`config.mk`:
```
export PLATFORM = sky130hd
export DESIGN_NAME = embus_top
export DESIGN_NICKNAME = d
export VERILOG_FILES = /design/src/common/embus_pkg.sv /design/src/rtl/embus_top.sv
export VERILOG_INCLUDE_DIRS = /design/src /design/src/common
export SDC_FILE = /design/constraint.sdc
export NUM_CORES = 1
export LEC_CHECK = 0
export ABC_AREA = 0
export BUFFER_PORTS_ARGS = -buffer_cell sky130_fd_sc_hd__buf_2
export CORE_ASPECT_RATIO = 1.2
export CORE_UTILIZATION = 40
export CTS_BUF_LIST = sky130_fd_sc_hd__clkbuf_4 sky130_fd_sc_hd__clkbuf_8 sky130_fd_sc_hd__clkbuf_16
export CTS_CLUSTER_DIAMETER = 100
export DETAILED_ROUTE_END_ITERATION = 10
export HOLD_SLACK_MARGIN = 0.02
export PLACE_DENSITY = 0.58
export SYNTH_ARGS = -nofsm -noshare
export SYNTH_HDL_FRONTEND = slang
export SYNTH_SLANG_ARGS = --single-unit
export TNS_END_PERCENT = 30
```
`constraint.sdc`:
```
create_clock -name CLOCK_IN -period 3.4 [get_ports CLOCK_IN]
set_input_delay 0 -clock CLOCK_IN [delete_from_list [all_inputs] [get_ports CLOCK_IN]]
set_output_delay 0 -clock CLOCK_IN [all_outputs]
set_load 0.05 [all_outputs]
```
`src/common/embus_map.svh`:
```
// register offsets, field positions, reset values and timing counts of the bus block
`ifndef EMBUS_MAP_SVH
`define EMBUS_MAP_SVH
`define OFS_BUS_CTRL 8'h00
`define OFS_HIPORT_DATA 8'h04
`define OFS_HIPORT_DIR 8'h08
`define OFS_GENPORT_DATA 8'h0C
`define OFS_GENPORT_MODE 8'h10
`define OFS_CTRL_PORT_MODE 8'h14
`define OFS_PORT_CONFIG 8'h18
`define OFS_STOP_RECOVERY 8'h1C
`define OFS_WATCHDOG_MODE 8'h20
`define OFS_WATCHDOG_KICK 8'h24
`define OFS_XADDR 8'h28
`define OFS_XWDATA 8'h2C
`define OFS_XCMD 8'h30
`define OFS_XSTATUS 8'h34
`define OFS_RESET_CAUSE 8'h38
`define OFS_START_ADDR 8'h3C
`define BIT_FLOAT 0
`define BIT_EXT_TIMING 1
`define BIT_LO_NIB_ADDR 2
`define BIT_HI_NIB_ADDR 3
`define BIT_EXT_PROG 4
`define BIT_HS_HIPORT 0
`define BIT_HS_GENPORT 1
`define BIT_DM_ENABLE 2
`define BIT_WDT_ENABLE 2
`define BIT_XCMD_WRITE 2
`define VECTOR_BYTES 16'h000C
`define ROM_TOP 16'h1000
`define WDT_BASE_TICKS 8'h07
`define WDT_TICK_US 500
`define CLK_MHZ 20
`define EXT_EXTRA_CYCLES 2'h2
`define POR_DELAY_CYCLES 1000
`endif

```
`src/common/embus_pkg.sv`:
```
// types shared by the external memory bus block
package embus_pkg;
	typedef enum logic [1:0] {B_IDLE, B_AS, B_GAP, B_DS} bus_state_t;
	typedef enum logic [1:0] {K_FETCH, K_CONST, K_DATA} xkind_t;
endpackage : embus_pkg

```
`src/rtl/embus_top.sv`:
```
// external memory bus master, reset sequencer, port handshakes and watchdog
// Contract
// RQ1: data strobe goes low exactly once per external transfer.
// RQ2: memory must drive read data before data strobe rises.
// RQ3: write data is valid on the bus by data strobe's fall.
// RQ4: address strobe pulses once per cycle; address valid at its rise.
// RQ5: software can float both strobes, direction line and address ports.
// RQ6: direction line is low while writing external memory.
// RQ7: high port gives A11-A8 or A15-A8; upper nibble free for I/O.
// RQ8: romless reset sets full high address and extended timing; else input.
// RQ9: high port handshake on two control lines, direction from upper nibble.
// RQ10: general port bits set independently; handshake follows bit 7 direction.
// RQ11: reset on power-on, watchdog, stop recovery, external, low voltage.
// RQ12: power-on and watchdog reset drive reset pin low for delay.
// RQ13: in reset data strobe low, address strobe toggles; start at 000C.
// RQ14: after start, strobes move only during external accesses.
// RQ15: stop recovery keeps the five mode and configuration registers.
// RQ16: lowest 12 program bytes hold six 16-bit vectors.
// RQ17: ROM mode serves 12..4095 internally, 4096 up go external.
// RQ18: ROM protect refuses constant and external loads in external mode.
// RQ19: two-bit watchdog code picks delay; lower supply doubles it.
// RQ20: low rom-disable input runs everything from external memory.
// RQ21: extended timing adds two clock periods to each transfer.
// RQ22: data space select high for constant loads, low for data loads.
// RQ23: direction line high during reads and whenever not writing.
`include "embus_map.svh"
`timescale 1ns/1ps
`default_nettype none
module embus_top
	import embus_pkg::*;
#(
	parameter int POR_CYCLES = `POR_DELAY_CYCLES,
	parameter int TICK_CYCLES = `WDT_TICK_US * `CLK_MHZ,
	parameter bit ROM_PROTECT = 1'b1
) (
	// clock and reset
	input wire logic CLOCK_IN,
	input wire logic RST_N_IN,
	// apb
	input wire logic PSEL_IN,
	input wire logic PENABLE_IN,
	input wire logic PWRITE_IN,
	input wire logic [7:0] PADDR_IN,
	input wire logic [31:0] PWDATA_IN,
	output logic [31:0] PRDATA_OUT,
	output logic PREADY_OUT,
	output logic PSLVERR_OUT,
	// external memory strobes
	output logic ADDRESS_STROBE_N_OUT,
	output logic ADDRESS_STROBE_OE_OUT,
	output logic DATA_STROBE_N_OUT,
	output logic DATA_STROBE_OE_OUT,
	output logic READ_WRITE_N_OUT,
	output logic READ_WRITE_OE_OUT,
	output logic DATA_SPACE_SELECT_N_OUT,
	// high address port and address/data port
	input wire logic [7:0] HIGH_ADDRESS_PORT_LINES_IN,
	output logic [7:0] HIGH_ADDRESS_PORT_LINES_OUT,
	output logic [7:0] HIGH_ADDRESS_PORT_LINES_OE_OUT,
	input wire logic [7:0] ADDR_DATA_LINES_IN,
	output logic [7:0] ADDR_DATA_LINES_OUT,
	output logic ADDR_DATA_LINES_OE_OUT,
	// general port
	input wire logic [7:0] GENERAL_PORT_LINES_IN,
	output logic [7:0] GENERAL_PORT_LINES_OUT,
	output logic [7:0] GENERAL_PORT_LINES_OE_OUT,
	// handshake control lines
	input wire logic CTRL_PORT_LINE2_IN,
	output logic CTRL_PORT_LINE5_OUT,
	input wire logic CTRL_PORT_LINE1_IN,
	output logic CTRL_PORT_LINE6_OUT,
	// reset sources and straps
	input wire logic INTERNAL_ROM_DISABLE_N_IN,
	input wire logic POWER_OK_EVENT_IN,
	input wire logic LOW_VOLTAGE_RECOVERY_IN,
	input wire logic STOP_RECOVERY_EVENT_IN,
	input wire logic STOP_MODE_IN,
	input wire logic LOW_SUPPLY_IN,
	input wire logic RESET_PIN_IN,
	output logic RESET_PIN_OUT,
	output logic RESET_PIN_OE_OUT,
	output logic EXEC_START_OUT
);
	bus_state_t state;
	xkind_t kind;
	logic [15:0] seq_cnt;
	logic drive_pin;
	logic in_reset;
	logic rst_start;
	logic full_clear;
	logic rom_off;
	logic [4:0] cause;
	logic [4:0] next_cause;
	logic wdt_fire;
	logic as_tog;
	logic was_reset;
	logic started;
	logic [7:0] bus_ctrl;
	logic [7:0] hiport_data;
	logic [1:0] hiport_dir;
	logic [7:0] genport_data;
	logic [7:0] genport_mode_reg;
	logic [7:0] ctrl_port_mode_reg;
	logic [7:0] port_config_reg;
	logic [7:0] stop_recovery_config;
	logic [2:0] watchdog_mode_reg;
	logic [15:0] xaddr;
	logic [7:0] xwdata;
	logic [7:0] xrdata;
	logic xwrite;
	logic refused;
	logic busy;
	logic [1:0] ext_cnt;
	logic wr_en;
	logic setup;
	logic cmd_go;
	logic go_internal;
	logic go_refuse;
	logic [15:0] tick_cnt;
	logic [7:0] wdt_cnt;
	logic [7:0] wdt_limit;
	logic [1:0] lo_dir_eff;
	logic [31:0] next_rdata;
	logic next_err;
	logic [1:0] hs_en;
	logic [1:0] hs_out;
	logic [1:0] hs_load;
	logic [1:0] hs_line_in;
	logic [1:0] hs_line_out;
	logic [7:0] hs_pins [2];
	logic [7:0] hs_latch [2];

	assign setup = PSEL_IN && !PENABLE_IN;
	assign wr_en = PSEL_IN && PENABLE_IN && PWRITE_IN;
	assign PREADY_OUT = 1'b1;

	// reset sequencing
	assign rst_start = POWER_OK_EVENT_IN || wdt_fire || STOP_RECOVERY_EVENT_IN ||
		LOW_VOLTAGE_RECOVERY_IN || (!RESET_PIN_IN && !drive_pin); // RQ11
	// stop recovery and watchdog out of stop keep the five mode registers
	assign full_clear = !RST_N_IN || POWER_OK_EVENT_IN || LOW_VOLTAGE_RECOVERY_IN ||
		(!RESET_PIN_IN && !drive_pin) || (wdt_fire && !STOP_MODE_IN); // RQ15
	assign in_reset = seq_cnt != 16'h0000;
	assign next_cause = {LOW_VOLTAGE_RECOVERY_IN, !RESET_PIN_IN && !drive_pin,
		STOP_RECOVERY_EVENT_IN, wdt_fire, POWER_OK_EVENT_IN};

	always_ff @(posedge CLOCK_IN) begin
		if (!RST_N_IN) begin
			seq_cnt <= POR_CYCLES[15:0];
			drive_pin <= 1'b1;
		end else if (rst_start) begin
			seq_cnt <= POR_CYCLES[15:0];
			drive_pin <= POWER_OK_EVENT_IN || wdt_fire; // RQ12
		end else if (in_reset) begin
			seq_cnt <= seq_cnt - 16'h0001;
			if (seq_cnt == 16'h0001)
				drive_pin <= 1'b0;
		end
	end

	always_ff @(posedge CLOCK_IN) begin
		if (!RST_N_IN)
			cause <= 5'h01;
		else if (rst_start)
			cause <= next_cause;
	end

	assign RESET_PIN_OUT = 1'b0;
	assign RESET_PIN_OE_OUT = drive_pin; // RQ12

	// address strobe runs at half the clock rate while reset lasts
	always_ff @(posedge CLOCK_IN) begin
		if (!RST_N_IN || !in_reset)
			as_tog <= 1'b1;
		else
			as_tog <= !as_tog; // RQ13
	end

	always_ff @(posedge CLOCK_IN) begin
		if (!RST_N_IN) begin
			was_reset <= 1'b1;
			started <= 1'b0;
			EXEC_START_OUT <= 1'b0;
		end else begin
			was_reset <= in_reset;
			EXEC_START_OUT <= was_reset && !in_reset; // RQ13
			if (in_reset)
				started <= 1'b0;
			else if (was_reset)
				started <= 1'b1;
		end
	end

	// strap caught on every full clear, never latched asynchronously
	always_ff @(posedge CLOCK_IN) begin
		if (full_clear)
			rom_off <= !INTERNAL_ROM_DISABLE_N_IN; // RQ20
	end

	// registers kept across stop recovery
	always_ff @(posedge CLOCK_IN) begin
		if (full_clear) begin
			genport_mode_reg <= 8'h00;
			ctrl_port_mode_reg <= 8'h00;
			port_config_reg <= 8'h00;
			stop_recovery_config <= 8'h00;
			watchdog_mode_reg <= 3'h0;
		end else if (wr_en) begin
			if (PADDR_IN == `OFS_GENPORT_MODE)
				genport_mode_reg <= PWDATA_IN[7:0]; // RQ10
			else if (PADDR_IN == `OFS_CTRL_PORT_MODE)
				ctrl_port_mode_reg <= PWDATA_IN[7:0];
			else if (PADDR_IN == `OFS_PORT_CONFIG)
				port_config_reg <= PWDATA_IN[7:0];
			else if (PADDR_IN == `OFS_STOP_RECOVERY)
				stop_recovery_config <= PWDATA_IN[7:0];
			else if (PADDR_IN == `OFS_WATCHDOG_MODE)
				watchdog_mode_reg <= PWDATA_IN[2:0];
		end
	end

	// registers cleared by every reset, except that bus_ctrl takes the romless defaults when the strap is low
	always_ff @(posedge CLOCK_IN) begin
		if (!RST_N_IN || in_reset) begin
			bus_ctrl <= 8'h00;
			hiport_dir <= 2'h0;
			if (!INTERNAL_ROM_DISABLE_N_IN) begin
				bus_ctrl[`BIT_EXT_TIMING] <= 1'b1; // RQ8
				bus_ctrl[`BIT_LO_NIB_ADDR] <= 1'b1;
				bus_ctrl[`BIT_HI_NIB_ADDR] <= 1'b1;
			end
			hiport_data <= 8'h00;
			genport_data <= 8'h00;
			xaddr <= 16'h0000;
			xwdata <= 8'h00;
		end else if (wr_en) begin
			if (PADDR_IN == `OFS_BUS_CTRL)
				bus_ctrl <= PWDATA_IN[7:0];
			else if (PADDR_IN == `OFS_HIPORT_DIR)
				hiport_dir <= PWDATA_IN[1:0];
			else if (PADDR_IN == `OFS_HIPORT_DATA)
				hiport_data <= PWDATA_IN[7:0];
			else if (PADDR_IN == `OFS_GENPORT_DATA)
				genport_data <= PWDATA_IN[7:0];
			else if (PADDR_IN == `OFS_XADDR)
				xaddr <= PWDATA_IN[15:0];
			else if (PADDR_IN == `OFS_XWDATA)
				xwdata <= PWDATA_IN[7:0];
		end
	end

	// transfer launch: internal ROM window, protection, then the bus
	assign cmd_go = wr_en && PADDR_IN == `OFS_XCMD && !busy && !in_reset;
	assign go_internal = !rom_off && xaddr < `ROM_TOP
		&& xkind_t'(PWDATA_IN[1:0]) == K_FETCH; // RQ17 RQ16
	assign go_refuse = ROM_PROTECT && bus_ctrl[`BIT_EXT_PROG]
		&& xkind_t'(PWDATA_IN[1:0]) != K_FETCH; // RQ18
	assign busy = state != B_IDLE;

	always_ff @(posedge CLOCK_IN) begin
		if (!RST_N_IN || in_reset) begin
			state <= B_IDLE;
			kind <= K_FETCH;
			xwrite <= 1'b0;
			ext_cnt <= 2'h0;
			xrdata <= 8'h00;
		end else begin
			case (state)
				B_IDLE: begin
					if (cmd_go && !go_internal && !go_refuse) begin
						state <= B_AS;
						kind <= xkind_t'(PWDATA_IN[1:0]);
						xwrite <= PWDATA_IN[`BIT_XCMD_WRITE];
					end
				end
				B_AS: state <= B_GAP;
				B_GAP: begin
					state <= B_DS;
					ext_cnt <= bus_ctrl[`BIT_EXT_TIMING] ? `EXT_EXTRA_CYCLES : 2'h0; // RQ21
				end
				B_DS: begin
					if (ext_cnt != 2'h0) begin
						ext_cnt <= ext_cnt - 2'h1;
					end else begin
						state <= B_IDLE;
						if (!xwrite)
							xrdata <= ADDR_DATA_LINES_IN; // RQ2
					end
				end
				default: state <= B_IDLE;
			endcase
		end
	end

	// refused flag: a new refusal wins over a clear in the same cycle
	always_ff @(posedge CLOCK_IN) begin
		if (!RST_N_IN || in_reset)
			refused <= 1'b0;
		else if (cmd_go && go_refuse)
			refused <= 1'b1; // RQ18
		else if (wr_en && PADDR_IN == `OFS_XSTATUS && PWDATA_IN[1])
			refused <= 1'b0;
	end

	// strobes and direction line
	assign ADDRESS_STROBE_N_OUT = in_reset ? as_tog : state != B_AS; // RQ4 RQ13 RQ14
	assign DATA_STROBE_N_OUT = in_reset ? 1'b0 : state != B_DS; // RQ1 RQ13 RQ14
	assign READ_WRITE_N_OUT = !(busy && xwrite && !in_reset); // RQ6 RQ23
	assign ADDRESS_STROBE_OE_OUT = !bus_ctrl[`BIT_FLOAT]; // RQ5
	assign DATA_STROBE_OE_OUT = !bus_ctrl[`BIT_FLOAT];
	assign READ_WRITE_OE_OUT = !bus_ctrl[`BIT_FLOAT];
	assign DATA_SPACE_SELECT_N_OUT = !(ctrl_port_mode_reg[`BIT_DM_ENABLE]
		&& busy && kind == K_DATA); // RQ22

	// low byte carries address, then write data ahead of the data strobe
	assign ADDR_DATA_LINES_OUT = (state == B_AS || in_reset) ? xaddr[7:0] : xwdata; // RQ3
	assign ADDR_DATA_LINES_OE_OUT = !bus_ctrl[`BIT_FLOAT] && !in_reset &&
		(state == B_AS || state == B_GAP || (state == B_DS && xwrite)); // RQ3 RQ5

	// high port: each nibble is address or plain I/O
	assign lo_dir_eff = hs_en[0] ? {2{hiport_dir[1]}} : hiport_dir; // RQ9
	always_comb begin
		HIGH_ADDRESS_PORT_LINES_OUT = hiport_data;
		HIGH_ADDRESS_PORT_LINES_OE_OUT = {{4{lo_dir_eff[1]}}, {4{lo_dir_eff[0]}}};
		if (bus_ctrl[`BIT_LO_NIB_ADDR]) begin
			HIGH_ADDRESS_PORT_LINES_OUT[3:0] = xaddr[11:8]; // RQ7
			HIGH_ADDRESS_PORT_LINES_OE_OUT[3:0] = {4{!bus_ctrl[`BIT_FLOAT]}}; // RQ5
		end
		if (bus_ctrl[`BIT_HI_NIB_ADDR]) begin
			HIGH_ADDRESS_PORT_LINES_OUT[7:4] = xaddr[15:12]; // RQ7
			HIGH_ADDRESS_PORT_LINES_OE_OUT[7:4] = {4{!bus_ctrl[`BIT_FLOAT]}};
		end
	end

	assign GENERAL_PORT_LINES_OUT = genport_data;
	assign GENERAL_PORT_LINES_OE_OUT = genport_mode_reg; // RQ10

	// handshake channels: 0 on the high port, 1 on the general port
	assign hs_en = {ctrl_port_mode_reg[`BIT_HS_GENPORT], ctrl_port_mode_reg[`BIT_HS_HIPORT]};
	assign hs_out = {genport_mode_reg[7], hiport_dir[1]}; // RQ9 RQ10
	assign hs_load = {wr_en && PADDR_IN == `OFS_GENPORT_DATA,
		wr_en && PADDR_IN == `OFS_HIPORT_DATA};
	assign hs_line_in = {CTRL_PORT_LINE1_IN, CTRL_PORT_LINE2_IN};
	assign hs_pins[0] = HIGH_ADDRESS_PORT_LINES_IN;
	assign hs_pins[1] = GENERAL_PORT_LINES_IN;
	assign CTRL_PORT_LINE5_OUT = hs_line_out[0];
	assign CTRL_PORT_LINE6_OUT = hs_line_out[1];

	genvar ch;
	generate
		for (ch = 0; ch < 2; ch++) begin : g_hs
			// output side: line_out is data valid, line_in is ready
			// input side: line_in is data valid, line_out is ready
			always_ff @(posedge CLOCK_IN) begin
				if (!RST_N_IN || in_reset || !hs_en[ch]) begin
					hs_line_out[ch] <= 1'b1;
					hs_latch[ch] <= 8'h00;
				end else if (hs_out[ch]) begin
					if (hs_load[ch])
						hs_line_out[ch] <= 1'b0; // RQ9
					else if (hs_line_in[ch])
						hs_line_out[ch] <= 1'b1;
				end else if (!hs_line_in[ch] && hs_line_out[ch]) begin
					hs_latch[ch] <= hs_pins[ch]; // RQ9
					hs_line_out[ch] <= 1'b0;
				end else if (hs_line_in[ch]) begin
					hs_line_out[ch] <= 1'b1;
				end
			end
		end
	endgenerate

	// watchdog: slow tick enable, then a tick count against the selected limit
	assign wdt_limit = (`WDT_BASE_TICKS << (watchdog_mode_reg[1:0] == 2'h3 ? 3'h4 :
		{1'b0, watchdog_mode_reg[1:0]})) << LOW_SUPPLY_IN; // RQ19
	assign wdt_fire = watchdog_mode_reg[`BIT_WDT_ENABLE] && !in_reset
		&& wdt_cnt >= wdt_limit;

	always_ff @(posedge CLOCK_IN) begin
		if (!RST_N_IN || in_reset || tick_cnt == TICK_CYCLES[15:0] - 16'h0001)
			tick_cnt <= 16'h0000;
		else
			tick_cnt <= tick_cnt + 16'h0001;
	end

	always_ff @(posedge CLOCK_IN) begin
		if (!RST_N_IN || in_reset || !watchdog_mode_reg[`BIT_WDT_ENABLE] ||
			(wr_en && PADDR_IN == `OFS_WATCHDOG_KICK))
			wdt_cnt <= 8'h00;
		else if (tick_cnt == TICK_CYCLES[15:0] - 16'h0001 && wdt_cnt != 8'hFF)
			wdt_cnt <= wdt_cnt + 8'h01; // RQ19
	end

	// apb read data is taken in the setup cycle and held through the access
	always_comb begin
		next_rdata = 32'h0000_0000;
		next_err = 1'b0;
		if (PADDR_IN == `OFS_BUS_CTRL)
			next_rdata[7:0] = bus_ctrl;
		else if (PADDR_IN == `OFS_HIPORT_DATA)
			next_rdata[7:0] = (hs_en[0] && !hs_out[0]) ? hs_latch[0] : hs_pins[0];
		else if (PADDR_IN == `OFS_HIPORT_DIR)
			next_rdata[1:0] = hiport_dir;
		else if (PADDR_IN == `OFS_GENPORT_DATA)
			next_rdata[7:0] = (hs_en[1] && !hs_out[1]) ? hs_latch[1] : hs_pins[1];
		else if (PADDR_IN == `OFS_GENPORT_MODE)
			next_rdata[7:0] = genport_mode_reg;
		else if (PADDR_IN == `OFS_CTRL_PORT_MODE)
			next_rdata[7:0] = ctrl_port_mode_reg;
		else if (PADDR_IN == `OFS_PORT_CONFIG)
			next_rdata[7:0] = port_config_reg;
		else if (PADDR_IN == `OFS_STOP_RECOVERY)
			next_rdata[7:0] = stop_recovery_config;
		else if (PADDR_IN == `OFS_WATCHDOG_MODE)
			next_rdata[2:0] = watchdog_mode_reg;
		else if (PADDR_IN == `OFS_XADDR)
			next_rdata[15:0] = xaddr;
		else if (PADDR_IN == `OFS_XWDATA)
			next_rdata[7:0] = xwdata;
		else if (PADDR_IN == `OFS_XSTATUS)
			next_rdata[15:0] = {xrdata, 5'h00, rom_off, refused, busy};
		else if (PADDR_IN == `OFS_RESET_CAUSE)
			next_rdata[4:0] = cause;
		else if (PADDR_IN == `OFS_START_ADDR)
			next_rdata[16:0] = {started, `VECTOR_BYTES}; // RQ13
		else if (PADDR_IN != `OFS_WATCHDOG_KICK && PADDR_IN != `OFS_XCMD)
			next_err = 1'b1;
	end

	always_ff @(posedge CLOCK_IN) begin
		if (!RST_N_IN) begin
			PRDATA_OUT <= 32'h0000_0000;
			PSLVERR_OUT <= 1'b0;
		end else if (setup) begin
			PRDATA_OUT <= next_rdata;
			PSLVERR_OUT <= next_err;
		end
	end
endmodule : embus_top
`default_nettype wire

```
==> impl_metrics.yaml <==
layout:
  largest_register_ffs: 17
  top_register: "PRDATA_OUT"
  multi_input_area_um2: 5290
  fillCellCount: 2321
  fin_util_pct: 48.8
  final_common_cell: "dfxtp_1"
  regArea_um2: 3960
  nNetsFinal: 1330
  synthToLayoutAreaGrowth_pct: 19.7
  layout-drive-gt1-share_pct: 18.7
  layout_common_cells: "168 x dfxtp_1, 131 x buf_2, 99 x nor2_1"
sta:
  rsz0062_at_grt: "no"
  holdWs_ps: 29.9
  drv_slew: 0
  clock.fmax_mhz: 340
  period_share_pct: 86.5
  setup_viol: 0
  tns_ps: 0
  period_minus_slack_ps: 2940
  finClkSkew_ps: 9.31
  max_slew_margin_pct: 37.6
  finalHoldViolations: 0
  worstMarginPinSlew_ps: 927
outcome:
  status: "complete, no violations"
critical_path:
  reg2reg_to: "stop_recovery_config[1]"
  cp_slowest_stage_delay_ps: 410
  r2r_cells: 10
  cp_slowest_cell: "nor3b_1"
  r2r-start: "watchdog_mode_reg[1]"
  start_kind: "register"
  crit_type: "register to output pin"
  cp-end-kind: "output pin"
  rrSetupSlack_ps: 510
  required_ps: 3400
  path_cells: "inv_1 > ha_1 > nor3b_1 > nand4_1 > buf_4 > nor2_4 > mux2_2 > buf_2"
  cp_max_fo: 10
  cp.arrival_ps: 2940
logic_synthesis:
  ys_types: 77
  yosys.area.top_type: "dfxtp_1"
  synth_warnings: 0
  synth_area_per_cell_um2: 8.95
  synth_compound_area_share_pct: 12.4
  ys_ff_latch: 188
  synth-main-ff-cell: "dfxtp_1"
  synth_xor_area_share_pct: 2.87
  synth-simple-area-share_pct: 23.0
  ys_seq_area_share_pct: 40.6
  muxShareOfSynthArea_pct: 12.4
  synth_top_area_share_pct: 34.4
  yosys.area_share.adder_pct: 2.82
  synth_edf_count: 20
  syn_area_um2: 9760
  syn_inst: 1091
  synthTopCellsByArea: "dfxtp_1 34%, mux2i_1 9.9%, edfxtp_1 6.2%"
  synth_top_family_by_area: "simple AND/OR/NAND/NOR gates"
  async_flop_share_pct: 0
power:
  ir_drop_uv: 305
  powerDensity_nw_per_um2: 406
  power_leakage_nw: 4.93
worst_hold_path:
  min_from: "PWDATA_IN[1]"
  hold-path-cell-count: 3
  min_to: "xaddr[1]"
  min-delay-path-class: "input port to register"
clock_tree:
  cts_tree: "yes"
  cts_root_buf: "clkbuf_16"
  clock-sinks: 188
  clkTransAtPathRegs_ps: 70
  clk_path_buf_depth: 2
  clk_latency_ps: 430
  htree_levels: 4
  cts_setup_buffers: 0
  numCtsBuffers: 17
run:
  maxCapViolCount: 0
drt:
  drc: 0
  wl_per_cell_um: 18.4
  routed_wirelength_mm: 28.8
  drtPass1Iterations: 4
  drt_iter0_markers: 694
  vias: 8475
  viasPerCell: 5.42
  ant_nets: 0
floorplan:
  rows: 62
  core_area_um2: 24000
  start_util_pct: 40.7
  die_w_um: 145
  io_pins: 165
  die_area_um2: 25000
  die_h_um: 173
grt:
  grt_max_degree: 46
  antenna_found_initial: 0
  track_usage_pct: 23.4
  grt_pass1_vias: 7872
  grt.overflow.total: 0
  grt_pass1_wl_mm: 44.6
placed_design:
  port_buffers: 131
  gp_congestion: 0.890
  hpwl_mm: 20.7
## kinds of logic (layout without fill, tap and decap cells)
| group | Yosys count | count (layout) |
|---|---|---|
| buffers and inverters | 123 | 260 |
| XOR/XNOR | 32 | 32 |
| AO/OA/AOI/OAI | 177 | 177 |
| other | 2 | 18 |
| AND/OR/NAND/NOR | 429 | 429 |
| multiplexers | 118 | 118 |
| adder cells (fa/ha/maj) | 22 | 22 |
| flip-flops | 188 | 188 |
## final cells by class
cell class | count | share of cell area, %
antenna | 1 | 0.0214
clock buffer | 22 | 4.27
clock inverter | 10 | 1.07
inverter | 25 | 0.803
multi-input combinational | 795 | 45.2
sequential | 188 | 33.9
tap | 320 | 3.42
timing repair buffer | 203 | 11.3
## routing by layer
metal	global-route usage (%)	up-vias	routed length (um)
met3	3.66	34	1350
met5	0	-	0
met1	31.7	4047	13100
met4	8.20	0	700
li1	-	4152	-
met2	37.6	242	13600
## through the flow
step           worst slack (ps)  cell area (um^2)  instances  power (mW)
2_1_floorplan               712              9820       1106        2.54
5_1_grt                     219             11700       1563        4.88
4_1_cts                     220             11700       1563        4.77
3_5_place_dp                529             10600       1483        2.63
6_report                    459             11700       1564        4.74
3_3_place_gp                574             10600       1483        2.63
## report_power, final
part / switching [mW] / total, mW / internal, mW
clock network: 0.907 / 2.11 / 1.21
logic: 0.240 / 0.368 / 0.129
registers: 0.0146 / 2.26 / 2.25
total: 1.16 / 4.74 / 3.58
## synth_stat cells, drive strengths merged (6+ instances only)
cell type / instances
dfxtp: 168
nor2: 100
mux2i: 97
nand2: 95
nor3: 59
clkbuf: 56
buf: 42
a21oi: 40
o21ai: 40
nand3: 39
and2: 27
inv: 25
xnor2: 25
ha: 22
mux2: 21
edfxtp: 20
and3: 17
nor4: 13
nand2b: 12
a22oi: 11
or4: 11
a211oi: 10
nor3b: 8
o31ai: 8
xor2: 7
a21o: 6
a32oi: 6
nor2b: 6
o211ai: 6
o21a: 6
## timing repair
action	CTS	global route
gates resized for setup	0	1
hold buffers	48	0
setup endpoints to repair	0	1
hold endpoints to repair	83	0
## worst max path at each step
stage | startpoint | endpoint | slack, ps | cells after the start
final | seq_cnt[0] | ADDR_DATA_LINES_OUT[1] | 460 | 8
after global routing | watchdog_mode_reg[1] | stop_recovery_config[1] | 220 | 10
after CTS | seq_cnt[0] | ADDR_DATA_LINES_OUT[1] | 220 | 8
after detailed placement | watchdog_mode_reg[1] | ctrl_port_mode_reg[3] | 530 | 10
after global placement | watchdog_mode_reg[1] | seq_cnt[3] | 570 | 10
after floorplan | watchdog_mode_reg[1] | rom_off | 710 | 10
## critical path, delay by kind of cell, from the launching register on
family	cells	cell delay (ps)
mux	1	410
flops	1	360
buf+inv	3	530
simple gates	3	940
fa+ha+maj	1	260
Note: power is estimated with default switching activity, not from simulation.
